==> src/hw/batt_consts.svh <==
// Constants for the battery telemetry converter slave
`ifndef BATT_CONSTS_SVH
`define BATT_CONSTS_SVH

`define BTP_SLAVE_ADDR 7'h48
`define BTP_NUM_CH 8
`define BTP_RESULT_W 12
// Command byte layout
`define BTP_SE_BIT 7
`define BTP_CH_MSB 6
`define BTP_CH_LSB 4
`define BTP_REF_BIT 3
`define BTP_PWR_BIT 2
// Timing
`define BTP_CLK_PERIOD_NS 10
`define BTP_SCL_FREQ_HZ 10000
`define BTP_SCL_PERIOD_NS (1000000000 / `BTP_SCL_FREQ_HZ)
`define BTP_STALL_CYCLES ((2 * `BTP_SCL_PERIOD_NS) / `BTP_CLK_PERIOD_NS)
`define BTP_FIFO_DEPTH 8

`endif

==> src/hw/batt_pkg.sv <==
// Types for the battery telemetry converter slave
`default_nettype none
package batt_pkg;
    typedef enum logic [6:0] {
        ST_IDLE = 7'h01,
        ST_ADDR = 7'h02,
        ST_ADDR_ACK = 7'h04,
        ST_CMD = 7'h08,
        ST_CMD_ACK = 7'h10,
        ST_TX = 7'h20,
        ST_TX_ACK = 7'h40
    } link_state_e;
endpackage : batt_pkg
`default_nettype wire

==> src/hw/battery_telemetry_poller.sv <==
// Battery board converter: two-wire slave returning 12-bit channel results
`timescale 1ns/1ps
`default_nettype none
`include "batt_consts.svh"
module battery_telemetry_poller #(
    parameter int STALL_CYCLES = `BTP_STALL_CYCLES,
    parameter int FIFO_DEPTH = `BTP_FIFO_DEPTH
) (
    input wire logic clk_i,
    input wire logic rst_i,
    input wire logic scl_i,
    input wire logic sda_i,
    output logic sda_o,
    output logic sda_oe_o,
    input wire logic [`BTP_NUM_CH*`BTP_RESULT_W-1:0] sample_i,
    output logic [2:0] channel_o,
    output logic request_o,
    output logic converter_power_bit_o,
    output logic reference_power_bit_o,
    output logic single_ended_o
);
    localparam int RW = `BTP_RESULT_W;
    localparam int TW = $clog2(STALL_CYCLES + 1);

    // Unpack converter results, one word per channel
    logic [RW-1:0] sample_arr [`BTP_NUM_CH];
    for (genvar g = 0; g < `BTP_NUM_CH; g++) begin : g_ch
        // Ch0 current, 1-3 stacked pair voltages, 4-7 temperatures
        assign sample_arr[g] = sample_i[g*RW +: RW];
    end

    // Two-flop synchronisers plus one stage for edge finding
    logic scl_s1, scl_s2, scl_s3, sda_s1, sda_s2, sda_s3;
    always_ff @(posedge clk_i or posedge rst_i) begin
        if (rst_i) begin
            scl_s1 <= 1'b1;
            scl_s2 <= 1'b1;
            scl_s3 <= 1'b1;
            sda_s1 <= 1'b1;
            sda_s2 <= 1'b1;
            sda_s3 <= 1'b1;
        end else begin
            scl_s1 <= scl_i;
            scl_s2 <= scl_s1;
            scl_s3 <= scl_s2;
            sda_s1 <= sda_i;
            sda_s2 <= sda_s1;
            sda_s3 <= sda_s2;
        end
    end

    logic scl_rise, scl_fall, start_det, stop_det, timeout;
    assign scl_rise = scl_s2 && !scl_s3;
    assign scl_fall = !scl_s2 && scl_s3;
    // Bar a stall timeout release, our own drive changes only while the clock is low, so no false start/stop
    assign start_det = scl_s2 && scl_s3 && sda_s3 && !sda_s2;
    assign stop_det = scl_s2 && scl_s3 && !sda_s3 && sda_s2;

    batt_pkg::link_state_e state_reg, state_next;
    logic [3:0] bit_reg, bit_next;
    logic [7:0] shift_reg, shift_next, tx_reg, tx_next;
    logic rw_reg, rw_next, byte_sel_reg, byte_sel_next, mack_reg, mack_next;
    logic oe_reg, oe_next;
    logic [TW-1:0] idle_cnt_reg, idle_cnt_next;
    logic [2:0] ch_reg, ch_next;
    logic req_reg, req_next, pwr_reg, pwr_next, refp_reg, refp_next, se_reg, se_next;
    logic fifo_push, fifo_pop, fifo_in_ready, fifo_out_valid;
    logic [RW-1:0] fifo_head, head_word;

    // An empty FIFO reads back as zero rather than stale data
    assign head_word = fifo_out_valid ? fifo_head : '0;
    assign timeout = (idle_cnt_reg == TW'(STALL_CYCLES));

    // Link state machine, slave side only
    always_comb begin
        state_next = state_reg;
        bit_next = bit_reg;
        shift_next = shift_reg;
        tx_next = tx_reg;
        rw_next = rw_reg;
        byte_sel_next = byte_sel_reg;
        mack_next = mack_reg;
        oe_next = oe_reg;
        ch_next = ch_reg;
        pwr_next = pwr_reg;
        refp_next = refp_reg;
        se_next = se_reg;
        req_next = 1'b0;
        fifo_push = 1'b0;
        fifo_pop = 1'b0;
        // Stuck master: give the bus back after two missing clock periods
        idle_cnt_next = (state_reg == batt_pkg::ST_IDLE || scl_rise || scl_fall) ? '0
                        : (timeout ? idle_cnt_reg : idle_cnt_reg + 1'b1);
        if (start_det) begin
            state_next = batt_pkg::ST_ADDR;
            bit_next = '0;
            oe_next = 1'b0;
        end else if (stop_det || timeout) begin
            state_next = batt_pkg::ST_IDLE;
            oe_next = 1'b0;
        end else begin
            case (state_reg)
                batt_pkg::ST_IDLE: begin
                    oe_next = 1'b0;
                end
                batt_pkg::ST_ADDR, batt_pkg::ST_CMD: begin
                    if (scl_rise) begin
                        shift_next = {shift_reg[6:0], sda_s2};
                        bit_next = bit_reg + 1'b1;
                    end else if (scl_fall && bit_reg == 4'h8) begin
                        bit_next = '0;
                        if (state_reg == batt_pkg::ST_ADDR) begin
                            if (shift_reg[7:1] == `BTP_SLAVE_ADDR) begin
                                state_next = batt_pkg::ST_ADDR_ACK;
                                rw_next = shift_reg[0];
                                oe_next = 1'b1;
                            end else begin
                                state_next = batt_pkg::ST_IDLE;
                            end
                        end else if (fifo_in_ready) begin
                            // Convert the named channel now and queue it
                            state_next = batt_pkg::ST_CMD_ACK;
                            oe_next = 1'b1;
                            fifo_push = 1'b1;
                            req_next = 1'b1;
                            ch_next = shift_reg[`BTP_CH_MSB:`BTP_CH_LSB];
                            pwr_next = shift_reg[`BTP_PWR_BIT];
                            refp_next = shift_reg[`BTP_REF_BIT];
                            se_next = shift_reg[`BTP_SE_BIT];
                        end else begin
                            // Full FIFO: leave the byte unacknowledged
                            state_next = batt_pkg::ST_IDLE;
                        end
                    end
                end
                batt_pkg::ST_ADDR_ACK: begin
                    if (scl_fall) begin
                        if (rw_reg) begin
                            // High byte first: four zero bits then result [11:8]
                            state_next = batt_pkg::ST_TX;
                            byte_sel_next = 1'b0;
                            oe_next = 1'b1;
                            tx_next = {4'h0, head_word[RW-1:8]} << 1;
                            bit_next = 4'h1;
                        end else begin
                            state_next = batt_pkg::ST_CMD;
                            oe_next = 1'b0;
                        end
                    end
                end
                batt_pkg::ST_CMD_ACK: begin
                    if (scl_fall) begin
                        state_next = batt_pkg::ST_CMD;
                        oe_next = 1'b0;
                    end
                end
                batt_pkg::ST_TX: begin
                    if (scl_fall) begin
                        if (bit_reg == 4'h8) begin
                            state_next = batt_pkg::ST_TX_ACK;
                            oe_next = 1'b0;
                            bit_next = '0;
                        end else begin
                            oe_next = !tx_reg[7];
                            tx_next = {tx_reg[6:0], 1'b0};
                            bit_next = bit_reg + 1'b1;
                        end
                    end
                end
                batt_pkg::ST_TX_ACK: begin
                    if (scl_rise) begin
                        mack_next = !sda_s2;
                        // Low byte finished: the word is consumed
                        fifo_pop = byte_sel_reg;
                    end else if (scl_fall) begin
                        if (mack_reg) begin
                            state_next = batt_pkg::ST_TX;
                            byte_sel_next = !byte_sel_reg;
                            bit_next = 4'h1;
                            if (byte_sel_reg) begin
                                oe_next = 1'b1;
                                tx_next = {4'h0, head_word[RW-1:8]} << 1;
                            end else begin
                                oe_next = !head_word[7];
                                tx_next = {head_word[6:0], 1'b0};
                            end
                        end else begin
                            state_next = batt_pkg::ST_IDLE;
                        end
                    end
                end
                default: begin
                    state_next = batt_pkg::ST_IDLE;
                    oe_next = 1'b0;
                end
            endcase
        end
    end

    always_ff @(posedge clk_i or posedge rst_i) begin
        if (rst_i) begin
            state_reg <= batt_pkg::ST_IDLE;
            bit_reg <= 4'h0;
            shift_reg <= 8'h00;
            tx_reg <= 8'h00;
            rw_reg <= 1'b0;
            byte_sel_reg <= 1'b0;
            mack_reg <= 1'b0;
            oe_reg <= 1'b0;
            idle_cnt_reg <= '0;
            ch_reg <= 3'h0;
            req_reg <= 1'b0;
            pwr_reg <= 1'b0;
            refp_reg <= 1'b0;
            se_reg <= 1'b0;
        end else begin
            state_reg <= state_next;
            bit_reg <= bit_next;
            shift_reg <= shift_next;
            tx_reg <= tx_next;
            rw_reg <= rw_next;
            byte_sel_reg <= byte_sel_next;
            mack_reg <= mack_next;
            oe_reg <= oe_next;
            idle_cnt_reg <= idle_cnt_next;
            ch_reg <= ch_next;
            req_reg <= req_next;
            pwr_reg <= pwr_next;
            refp_reg <= refp_next;
            se_reg <= se_next;
        end
    end

    // Results wait here until the master reads them; full refuses the command
    result_fifo #(
        .WIDTH(RW),
        .DEPTH(FIFO_DEPTH)
    ) u_fifo (
        .clk_i(clk_i),
        .rst_i(rst_i),
        .in_valid_i(fifo_push),
        .in_ready_o(fifo_in_ready),
        .in_data_i(sample_arr[shift_reg[`BTP_CH_MSB:`BTP_CH_LSB]]),
        .out_valid_o(fifo_out_valid),
        .out_ready_i(fifo_pop),
        .out_data_o(fifo_head)
    );

    // Open drain: only ever pull low
    assign sda_o = 1'b0;
    assign sda_oe_o = oe_reg;
    assign channel_o = ch_reg;
    assign request_o = req_reg;
    assign converter_power_bit_o = pwr_reg;
    assign reference_power_bit_o = refp_reg;
    assign single_ended_o = se_reg;
endmodule : battery_telemetry_poller
`default_nettype wire

==> src/hw/result_fifo.sv <==
// Small flip-flop FIFO holding conversion results
`timescale 1ns/1ps
`default_nettype none
module result_fifo #(
    parameter int WIDTH = 12,
    parameter int DEPTH = 8
) (
    input wire logic clk_i,
    input wire logic rst_i,
    input wire logic in_valid_i,
    output logic in_ready_o,
    input wire logic [WIDTH-1:0] in_data_i,
    output logic out_valid_o,
    input wire logic out_ready_i,
    output logic [WIDTH-1:0] out_data_o
);
    localparam int AW = (DEPTH > 1) ? $clog2(DEPTH) : 1;

    logic [WIDTH-1:0] mem_reg [DEPTH];
    logic [AW-1:0] wr_reg, wr_next, rd_reg, rd_next;
    logic [AW:0] cnt_reg, cnt_next;
    logic do_wr, do_rd;

    // Pointer and count update; full and empty come from the count
    always_comb begin
        do_wr = in_valid_i && (cnt_reg != (AW+1)'(DEPTH));
        do_rd = out_ready_i && (cnt_reg != '0);
        wr_next = wr_reg;
        rd_next = rd_reg;
        if (do_wr) begin
            wr_next = (wr_reg == AW'(DEPTH - 1)) ? '0 : wr_reg + 1'b1;
        end
        if (do_rd) begin
            rd_next = (rd_reg == AW'(DEPTH - 1)) ? '0 : rd_reg + 1'b1;
        end
        cnt_next = cnt_reg + (AW+1)'(do_wr) - (AW+1)'(do_rd);
    end

    always_ff @(posedge clk_i or posedge rst_i) begin
        if (rst_i) begin
            wr_reg <= '0;
            rd_reg <= '0;
            cnt_reg <= '0;
        end else begin
            wr_reg <= wr_next;
            rd_reg <= rd_next;
            cnt_reg <= cnt_next;
        end
    end

    // Storage needs no reset; reads are gated by the count
    always_ff @(posedge clk_i) begin
        if (do_wr) begin
            mem_reg[wr_reg] <= in_data_i;
        end
    end

    assign in_ready_o = (cnt_reg != (AW+1)'(DEPTH));
    assign out_valid_o = (cnt_reg != '0);
    assign out_data_o = mem_reg[rd_reg];
endmodule : result_fifo
`default_nettype wire
==> config.mk <==
export PLATFORM = sky130hd
export DESIGN_NAME = battery_telemetry_poller
export DESIGN_NICKNAME = d
export VERILOG_FILES = /design/src/hw/batt_pkg.sv /design/src/hw/battery_telemetry_poller.sv /design/src/hw/result_fifo.sv
export VERILOG_INCLUDE_DIRS = /design/src /design/src/hw
export SDC_FILE = /design/constraint.sdc
export NUM_CORES = 1
export LEC_CHECK = 0
export BUFFER_PORTS_ARGS = -buffer_cell sky130_fd_sc_hd__buf_2
export CORE_UTILIZATION = 40
export CTS_CLUSTER_DIAMETER = 100
export CTS_CLUSTER_SIZE = 8
export DETAILED_ROUTE_END_ITERATION = 12
export GPL_TIMING_DRIVEN = 0
export HOLD_SLACK_MARGIN = 0.03
export PLACE_DENSITY = 0.59
export REMOVE_ABC_BUFFERS = 1
export SETUP_SLACK_MARGIN = 0.1
export SYNTH_ARGS = -nofsm -noshare
export SYNTH_HDL_FRONTEND = slang
export SYNTH_SLANG_ARGS = --single-unit
==> constraint.sdc <==
create_clock -name clk_i -period 3.7 [get_ports clk_i]
set_input_delay 0.185 -clock clk_i [delete_from_list [all_inputs] [get_ports clk_i]]
set_output_delay 0.185 -clock clk_i [all_outputs]
set_load 0.005 [all_outputs]
* Word-level counts from Yosys, hierarchy flattened *
Memories as Yosys holds them, arrays and structs flattened.
Index checks and enable logic that the tools add are counted.

word-level totals
  output and inout bits = 9
  memories = 1
  bits in registers = 69
  word-level logic and storage cells = 192
  bits in writable memories = 96
  input bits = 100

memories
  name            words  bits a word  read ports  clocked after Yosys merged registers in  write ports  line               source
  u_fifo.mem_reg  8      12           1           0                                        1            result_fifo.sv:19  logic [WIDTH-1:0] mem_reg [DEPTH];

cells by class
  bitwise operators = 5
  magnitude comparators = 1
  $add $sub $neg = 6
  equal/unequal tests = 41
  muxes and demuxes = 81
  reduce and logical (&&, ||, !) cells = 34

operator list
  operator                                                         number
  7-bit 2-to-1 mux                                                 11
  8-bit 2-to-1 mux                                                 8
  4-bit 2-to-1 mux                                                 11
  4-bit inequality test, second input constant                     11
  7-bit one-hot mux with 6 select lines                            1
  12-bit binary-select mux with 3-bit select                       1
  12-bit 2-to-1 mux                                                3
  1-bit 2-to-1 mux                                                 34
  15-bit 2-to-1 mux                                                2
  8-bit one-hot mux with 3 select lines                            1
  10-bit AND reduction                                             2
  3-bit inequality test, second input constant                     6
  9-bit AND reduction                                              2
  2-bit inequality test, second input constant                     8
  4-bit one-hot mux with 4 select lines                            1
  15-bit by 1-bit adder with 15-bit output, second input constant  1
  15-bit == test, second input constant                            1
  7-bit == test, second input constant                             2
  7-bit AND reduction                                              2
  6-bit 2-to-1 mux                                                 2
  1-bit logical AND                                                10
  5-bit inequality test, second input constant                     2
  3-bit 2-to-1 mux                                                 3
  4-bit AND reduction                                              2
  28 further kinds                                                 41

* Logic depth before layout (Yosys ltp) *
Gate-level depths: netlist of run 1.

  depth after elaboration = 11
  mapped depth = 14
  gate-level depth less buffers = 13

* Cells and area by module *
A second synthesis of run 1 with hierarchy kept.

unflattened totals
  cell total of the unflattened synthesis = 562
  area total of the unflattened synthesis = 8,245.4 um^2

modules (own cells, without submodules)
  module                    cells each  times used  sequential area each (um^2)  area an instance (um^2)
  result_fifo               197         1           3,133.0                      4,316.6
  battery_telemetry_poller  365         1           1,460.2                      3,928.8

* Worst setup path before layout of run 1 *
No wires, ideal clock.

  path type = register to register
  start = reg idle_cnt_reg[0]
  end = reg u_fifo.cnt_reg[2]
  path buffers = 1
  library setup time = 0.123 ns
  path slack = 0.806 ns
  stages on the path, launching flop included = 13
  period minus slack after synthesis = 2.894 ns
  arrival = 2.771 ns
  required time = 3.577 ns
  path through = dfrtp_1 -> inv_1 -> ha_1 -> and3b_1 -> nand4_4 -> o21ai_2 -> nand2b_2 -> nor4_4 -> buf_2 -> ha_1 -> inv_1 -> fa_1 -> xnor2_1

on the way
  word-level cells in the longest chain between the ends = 7
  elaborated cells on any way between the ends = 10
  those cells by class = add/sub: 2; eq/ne: 1; mux: 4; reduce/logical: 3

RTL lines
  item                                         line                             source
  start, declared                              battery_telemetry_poller.sv:64   logic [TW-1:0] idle_cnt_reg, idle_cnt_next;
  start signal, assigned                       battery_telemetry_poller.sv:225  idle_cnt_reg <= idle_cnt_next;
  15-bit == test                               battery_telemetry_poller.sv:72   assign timeout = (idle_cnt_reg == TW'(STALL_CYCLES));
  1-bit logical OR                             battery_telemetry_poller.sv:98   end else if (stop_det || timeout) begin
  1-bit 2-to-1 mux                             battery_telemetry_poller.sv:98
  1-bit 2-to-1 mux                             battery_telemetry_poller.sv:94   if (start_det) begin
  1-bit logical AND                            result_fifo.sv:26                do_wr = in_valid_i && (cnt_reg != (AW+1)'(DEPTH));
  named net u_fifo.do_wr                       result_fifo.sv:22                logic do_wr, do_rd;
  4-bit by 1-bit adder with 4-bit output       result_fifo.sv:36                cnt_next = cnt_reg + (AW+1)'(do_wr) - (AW+1)'(do_rd);
  4-bit by 1-bit subtractor with 4-bit output  result_fifo.sv:36
  named net u_fifo.cnt_next[2]                 result_fifo.sv:21                logic [AW:0] cnt_reg, cnt_next;
  end signal, assigned                         result_fifo.sv:47                cnt_reg <= cnt_next;
  end, declared                                result_fifo.sv:21

The timed path passes the listed nets, and every way through them passes these cells.
A chain may end at the register's enable or synchronous reset.

* Final worst setup path of run 1 *
  start = reg state_reg[2]
  end = reg u_fifo.cnt_reg[2]

on the way
  word-level cells in the longest chain between the ends = 10
  elaborated cells on any way between the ends = 17
  those cells by class = add/sub: 2; eq/ne: 3; mux: 9; reduce/logical: 3

RTL lines
  item                                             line                                                              source
  start, declared                                  battery_telemetry_poller.sv:59                                    batt_pkg::link_state_e state_reg, state_next;
  start signal, assigned                           battery_telemetry_poller.sv:202                                   state_reg <= batt_pkg::ST_IDLE;
  start signal, assigned                           battery_telemetry_poller.sv:217                                   state_reg <= state_next;
  7-bit by 2-bit == test with 1-bit output         battery_telemetry_poller.sv:102, battery_telemetry_poller.sv:112
  1-bit 2-to-1 mux                                 battery_telemetry_poller.sv:112                                   if (state_reg == batt_pkg::ST_ADDR) begin
  1-bit 2-to-1 mux                                 battery_telemetry_poller.sv:110                                   end else if (scl_fall && bit_reg == 4'h8) begin
  1-bit 2-to-1 mux                                 battery_telemetry_poller.sv:107                                   if (scl_rise) begin
  1-bit 2-to-1 mux                                 battery_telemetry_poller.sv:102                                   case (state_reg)
  1-bit 2-to-1 mux                                 battery_telemetry_poller.sv:98
  1-bit 2-to-1 mux                                 battery_telemetry_poller.sv:94
  1-bit logical AND                                result_fifo.sv:26
  4-bit by 1-bit adder with 4-bit output           result_fifo.sv:36
  4-bit by 1-bit subtractor with 4-bit output (*)  result_fifo.sv:36
  named net u_fifo.cnt_next[2]                     result_fifo.sv:21

Mark *: on every way through the listed nets, which the timed path passes. The rest lies on a longest branch.

==> impl_results.md, run 1 <==
- Outcome: complete, no violations
- Max reg flops: 96
- Post-Route WL: 16380 um
- Crit path from: state_reg[2]
- Slew headroom: 19.79%
- Setup Viol. Count Final: 0
- Switch share: between 20% and 30%
- Worst skew pair latency: 0.43 ns
- Seq pwr share: about half
- Seq cells post-synth: 164
- Die span in y: about 140 um
- Hold path depth: 0
- Pwr Density: 431.5 nW/um^2
- Hold path start: sda_s1
- Clk root buf: clkbuf_16
- Type of the worst setup path: reg -> reg
- Placed insts: 894
- P&R area growth vs syn: 16.53%
- Worst reg2reg startpoint: state_reg[2]
- Mux cell area share after synthesis: between 20% and 30%
- HP Class: reg -> reg
- RD Place Congestion: around 0.90
- Final Max Tran Viols: 0
- Compound-Gate Fraction of Synth Area: 5.005%
- Syn. warnings: 0
- Fmax: 302.4 MHz
- Post-layout min period: 3.306 ns
- Post-synth EDFFs: 96
- Clock-pin slew on the worst setup and hold paths: 0.07 ns
- Mapped Avg Cell Area: 14.89 um^2
- CP Launch Type: register
- Final hold vios: 0
- Drt first pass iters: 5
- Die ar.: 21010 um^2
- Worst Skew: 0.01387 ns
- CTS H-Tree Depth: 4
- Internal power: approximately 3.0 mW
- Data arrival, critical path: 3.62 ns
- Worst VDD drop: 0.0002554 V
- Slew @ Worst Pin: 1.203 ns
- Post-synthesis cell area: 8175 um^2
- Share of layout cells above drive strength 1: 36.13%
- First-pass GRT wire length: 27050 um
- Crit. End Element: register
- PortBufs: 107
- Vias in the first global route: 5350
- Largest net degree at the start of global routing: 69
- Simple-Gate Fraction of Synth Area: 10.56%
- CTS tree: built
- Initial DRC count: 285
- Max Cap Viol: 0
- Largest family of logic cells by synthesized area: multiplexers
- Number of routed nets with antenna violations: 0
- Initial antenna violation count: 0
- Multi-input gate area: roughly 3300 um^2
- Drt via density: 5.424
- Netlist cell types: 77
- CTS Buf Count: 17
- Register area share after synthesis: 56.18%
- Die Wd: between 100 and 150 um
- Post-Layout Cell Count: 932
- Post-route setup slack: 0.3935 ns
- Fillers: 1700
- Overall Power: about 4 mW
- Crit-path max FO: 16
- Clock power share: 42.8%
- Period utilisation layout: 89.36%
- WL/cell: 17.58 um
- Yosys top cell area share: 35.26%
- Io pins: 109
- Post-Synth Adder-Cell Area: 2.388%
- Vias: 5055
- Post-synth ARST share: 41.46%
- Total GRT Usage: 16.40%
- Clock buffer depth: 2
- Top cells by area, synth: edfxtp_1, dfrtp_1, mux4_2
- Worst r2r path cells: 10
- Hpwl dp: between 10000 and 15000 um
- Synth Flop Type: edfxtp_1
- Dpl ws: -0.002824 ns
- Post-synthesis xor/xnor area fraction: 1.928%
- Worst Path Required: 4.01 ns
- TNS Setup: 0 ns
- Post-synthesis cell count: 549
- Antenna cell count: 0
- Seq. cell area: 4596 um^2
- Cell taking the most area after synthesis: edfxtp_1
- Net count reported at finish: 769
- Clock sinks: 164
- RSZ-0062 raised after global routing: false
- GRT Residual Overflow: 0
- Comb pwr share: 7.9%
- Starting density of the core: approximately two fifths
- Core footprint: between 15000 and 20000 um^2
- Switching power: 1.061 mW
- Pleak: between 3 and 4 nW
- Drc violations: 0
- Floorplan row count: 51
## metrics by stage
step	cell area (um^2)	hold slack, ns	util [%]
2_1_floorplan	7964	0.1895	-
3_5_place_dp	8864	0.2917	44.95
6_report	9527	0.3580	48.32
3_3_place_gp	8831	0.2893	44.79
4_1_cts	9504	0.3567	48.20
5_1_grt	9527	0.3603	48.32
## path summary, 6_finish.rpt
kind,to,slack [ns]
max,u_fifo.cnt_reg[2],0.39
min,sda_s2,0.36
max reg2reg,u_fifo.cnt_reg[2],0.39
min reg2reg,sda_s2,0.36
max in group asynchronous,u_fifo.rd_reg[0],2.59
min in group asynchronous,channel_o[2],0.47
## cell type report
type | count | share of cell area [%]
clock inverter | 15 | 1.891
clock buffer | 17 | 4.465
timing repair buffer | 114 | 6.462
multi-input combinational | 338 | 34.69
inverter | 19 | 0.7749
tap | 265 | 3.480
sequential | 164 | 48.24
## cells by family (layout without fill, tap and decap cells)
family / Yosys count / after routing
other cells: 1 / 1
xor+xnor: 18 / 18
simple gates: 148 / 148
fa+ha+maj: 15 / 15
buf+inv: 47 / 165
flops: 164 / 164
compound gates: 58 / 58
mux: 98 / 98
## power by group through the flow
| stage | clock, mW | sequential (mW) | combinational [mW] |
|---|---|---|---|
| 6_report | 1.76 | 2.02 | 0.326 |
| 5_1_grt | 1.87 | 2.03 | 0.360 |
| 3_3_place_gp | 0 | 2.06 | 0.311 |
| 2_1_floorplan | 0 | 2.05 | 0.220 |
| 3_5_place_dp | 0 | 2.06 | 0.327 |
| 4_1_cts | 1.80 | 2.02 | 0.330 |
## cell usage in the layout, fill, tap and decap left out, types with 14 or more instances in the layout
cell type	count
mux2_1	16
ha_1	14
nor2_1	35
buf_2	107
dfrtp_1	59
mux4_2	49
edfxtp_1	96
nand2_1	31
clkbuf_16	17
inv_1	18
## Yosys cell counts (all sizes together), types with 3 or more instances
| cell type | n |
|---|---|
| a21o | 3 |
| o21ai | 12 |
| buf | 16 |
| o22ai | 4 |
| and4b | 3 |
| xor2 | 12 |
| inv | 19 |
| nor3 | 5 |
| xnor2 | 6 |
| mux2 | 37 |
| clkbuf | 11 |
| nor4 | 5 |
| ha | 14 |
| and4 | 3 |
| dfrtp | 61 |
| nor4b | 7 |
| nand4 | 6 |
| and3b | 3 |
| nand3 | 12 |
| nor2b | 4 |
| edfxtp | 96 |
| nor3b | 3 |
| a21boi | 3 |
| a31oi | 4 |
| nor2 | 35 |
| or3 | 7 |
| mux2i | 12 |
| a21oi | 11 |
| nand2b | 10 |
| and3 | 4 |
| mux4 | 49 |
| nand2 | 31 |
| dfstp | 7 |
## per-layer routing
| metal | vias up | GRT usage [%] | part of all wire [%] |
|---|---|---|---|
| met2 | 133 | 28.89 | 53 |
| met4 | 0 | 5.000 | 0.89 |
| met1 | 2571 | 20.27 | 43 |
| met5 | - | 0 | 0 |
| met3 | 14 | 3.145 | 3.4 |
| li1 | 2337 | - | - |
## timing repair
| action | CTS | global route |
|---|---|---|
| resized for setup | 4 | 0 |
| hold buffers | 3 | 0 |
| endpoints found under the setup margin | 53 | 26 |
| buffers inserted | 0 | 3 |
| endpoints found under the hold margin | 63 | 0 |
| cloned | 0 | 0 |
| pin swaps | 1 | 1 |
## critical path, stage by stage (launching register included)
cell and delay, ns:
dfrtp_1 0.58, nor4b_2 0.50, nand2_1 0.21, nor3_1 0.42, and3_1 0.38, ha_1 0.27, inv_1 0.06, ha_1 0.16
inv_1 0.07, fa_1 0.41, xnor2_1 0.14
No activity file was read; power rests on OpenSTA's default activity.
==> run 2: changes to the inputs <==
- CORE_UTILIZATION: 40 -> 55
- PLACE_DENSITY: 0.59 -> 0.77
==> impl_results.md, run 2 (same netlist as run 1, synthesis figures left out) <==
- Type of the worst setup path: reg -> reg
- Largest net degree at the start of global routing: 69
- Post-layout min period: 3.299 ns
- Core footprint: 14530 um^2
- PortBufs: 107
- Placed Area: between 8000 and 9000 um^2
- First-pass GRT wire length: between 20000 and 30000 um
- Multi-input gate area: about 3300 um^2
- Data arrival, critical path: 3.62 ns
- Number of routed nets with antenna violations: 0
- Worst VDD drop: ~0.00035 V
- Commonest non-fill, non-tap cell in the layout: buf_2
- Worst skew pair latency: 0.44 ns
- WHS: around 0.36 ns
- P&R area growth vs syn: 15.30%
- Final hold vios: 0
- Seq. cell area: 4596 um^2
- RSZ-0062 raised after global routing: false
- Hold path depth: 0
- Overall Power: roughly 4.2 mW
- Worst Skew: between 0.008 and 0.009 ns
- Drc violations: 0
- Fillers: 1032
- Drt via density: 6.094
- Outcome: complete, no violations
- Vias: 5192
- CTS tree: built
- Starting density of the core: 56.25%
- Max Cap Viol: 0
- Worst r2r path cells: 10
- Worst Path Required: 4.02 ns
- WL/cell: between 15 and 20 um
- Crit-path max FO: 16
- Net count reported at finish: 770
- Io pins: about 110
- Hpwl dp: 11050 um
- Period utilisation layout: 89.16%
- Slew @ Worst Pin: 1.259 ns
- Fmax: between 300 and 400 MHz
- CTS Buf Count: 17
- HP Class: reg -> reg
- CP Launch Type: register
- Commonest cells after routing, fill and taps aside: buf_2, edfxtp_1, dfrtp_1
- Pwr Density: between 400 and 500 nW/um^2
- TNS Setup: 0 ns
- Crit. End Element: register
- Antenna cell count: 0
- Final Max Tran Viols: 0
- Design area: between 9000 and 10000 um^2
- Vias in the first global route: 5321
- Clk root buf: clkbuf_16
- Hold path start: sda_s1
- Setup Viol. Count Final: 0
- RD Place Congestion: 0.8704
- Clock buffer depth: 2
- Worst reg2reg startpoint: state_reg[2]
- Post-Route WL: 16830 um
- Initial DRC count: 402
- Total GRT Usage: a little under a quarter
- Crit path from: state_reg[2]
- Clock sinks: 164
- Share of layout cells above drive strength 1: 36.23%
- Pleak: 3.652 nW
- Initial antenna violation count: 0
- Clock-pin slew on the worst setup and hold paths: around 0.07 ns
- Slew headroom: roughly 16%
- CTS H-Tree Depth: 4
- Max reg flops: 96
- Floorplan row count: 44
- Die ar.: around 15000 um^2
- Die span in y: ~120 um
- Post-Layout Cell Count: 852
- GRT Residual Overflow: 0
- Die Wd: around 120 um
- Drt first pass iters: 5
- Placed insts: 812
==> run 2: changes by cell type in the layout (fill, tap and decap cells not counted) <==
| cell | previous run | this run |
|---|---|---|
| buf_16 | 1 | 0 |
| buf_4 | 3 | 5 |
| bufinv_16 | 0 | 2 |
| clkinv_4 | 0 | 3 |
| clkinv_8 | 4 | 3 |
| clkinvlp_4 | 0 | 1 |
| inv_6 | 1 | 4 |
| inv_8 | 9 | 1 |
==> run 2: area by class of cell <==
type / instances / share of cell area, %
inverter: 19 / 0.7831
multi-input combinational: 338 / 35.05
sequential: 164 / 48.75
clock inverter: 15 / 2.057
timing repair buffer: 115 / 6.398
clock buffer: 17 / 4.513
tap: 184 / 2.442
==> run 2: final timing paths <==
kind	end	slack [ns]
hold reg to reg	sda_s2	0.36
setup / recovery	u_fifo.cnt_reg[2]	0.40
hold / removal	sda_s2	0.36
max in group asynchronous	shift_reg[4]	2.64
min in group asynchronous	channel_o[1]	0.45
setup reg to reg	u_fifo.cnt_reg[2]	0.40
==> run 2: what timing repair did <==
| item | 4_1_cts | 5_1_grt |
|---|---|---|
| hold buffers | 3 | 0 |
| endpoints found under the hold margin | 63 | 0 |
| pin swaps | 1 | 1 |
| setup endpoints to repair | 60 | 49 |
| setup buffers | 0 | 5 |
| resized for setup | 4 | 0 |
==> run 2: report_power, final <==
part           switching (mW)  total [mW]  leakage [nW]  internal [mW]
sequential             0.0516        2.03          1.78           1.98
clock                   0.797        1.82         0.299           1.02
combinational           0.176       0.327          1.57          0.151
total                    1.02        4.18          3.65           3.15
==> run 2: stage by stage <==
stage	util (%)	setup WS [ns]
2_1_floorplan	-	0.7875
4_1_cts	64.60	0.2002
5_1_grt	64.86	0.1953
6_report	64.86	0.4011
3_3_place_gp	60.06	0.1233
3_5_place_dp	60.10	0.02532
==> run 2: routing by layer <==
| layer | GRT usage [%] | vias up | part of all wire, % |
|---|---|---|---|
| li1 | - | 2340 | - |
| met1 | 29.00 | 2628 | 40 |
| met2 | 40.73 | 191 | 52 |
| met3 | 5.586 | 33 | 4.9 |
| met4 | 10.71 | 0 | 2.1 |
| met5 | 0 | - | 0 |
==> run 2: worst max-delay path, cell delays in order (launching register included) <==
cell and delay [ns]:
dfrtp_1 0.58, nor4b_2 0.49, nand2_1 0.21, nor3_1 0.38, and3_1 0.36, ha_1 0.28
inv_1 0.08, ha_1 0.16, inv_1 0.06, fa_1 0.43, xnor2_1 0.15
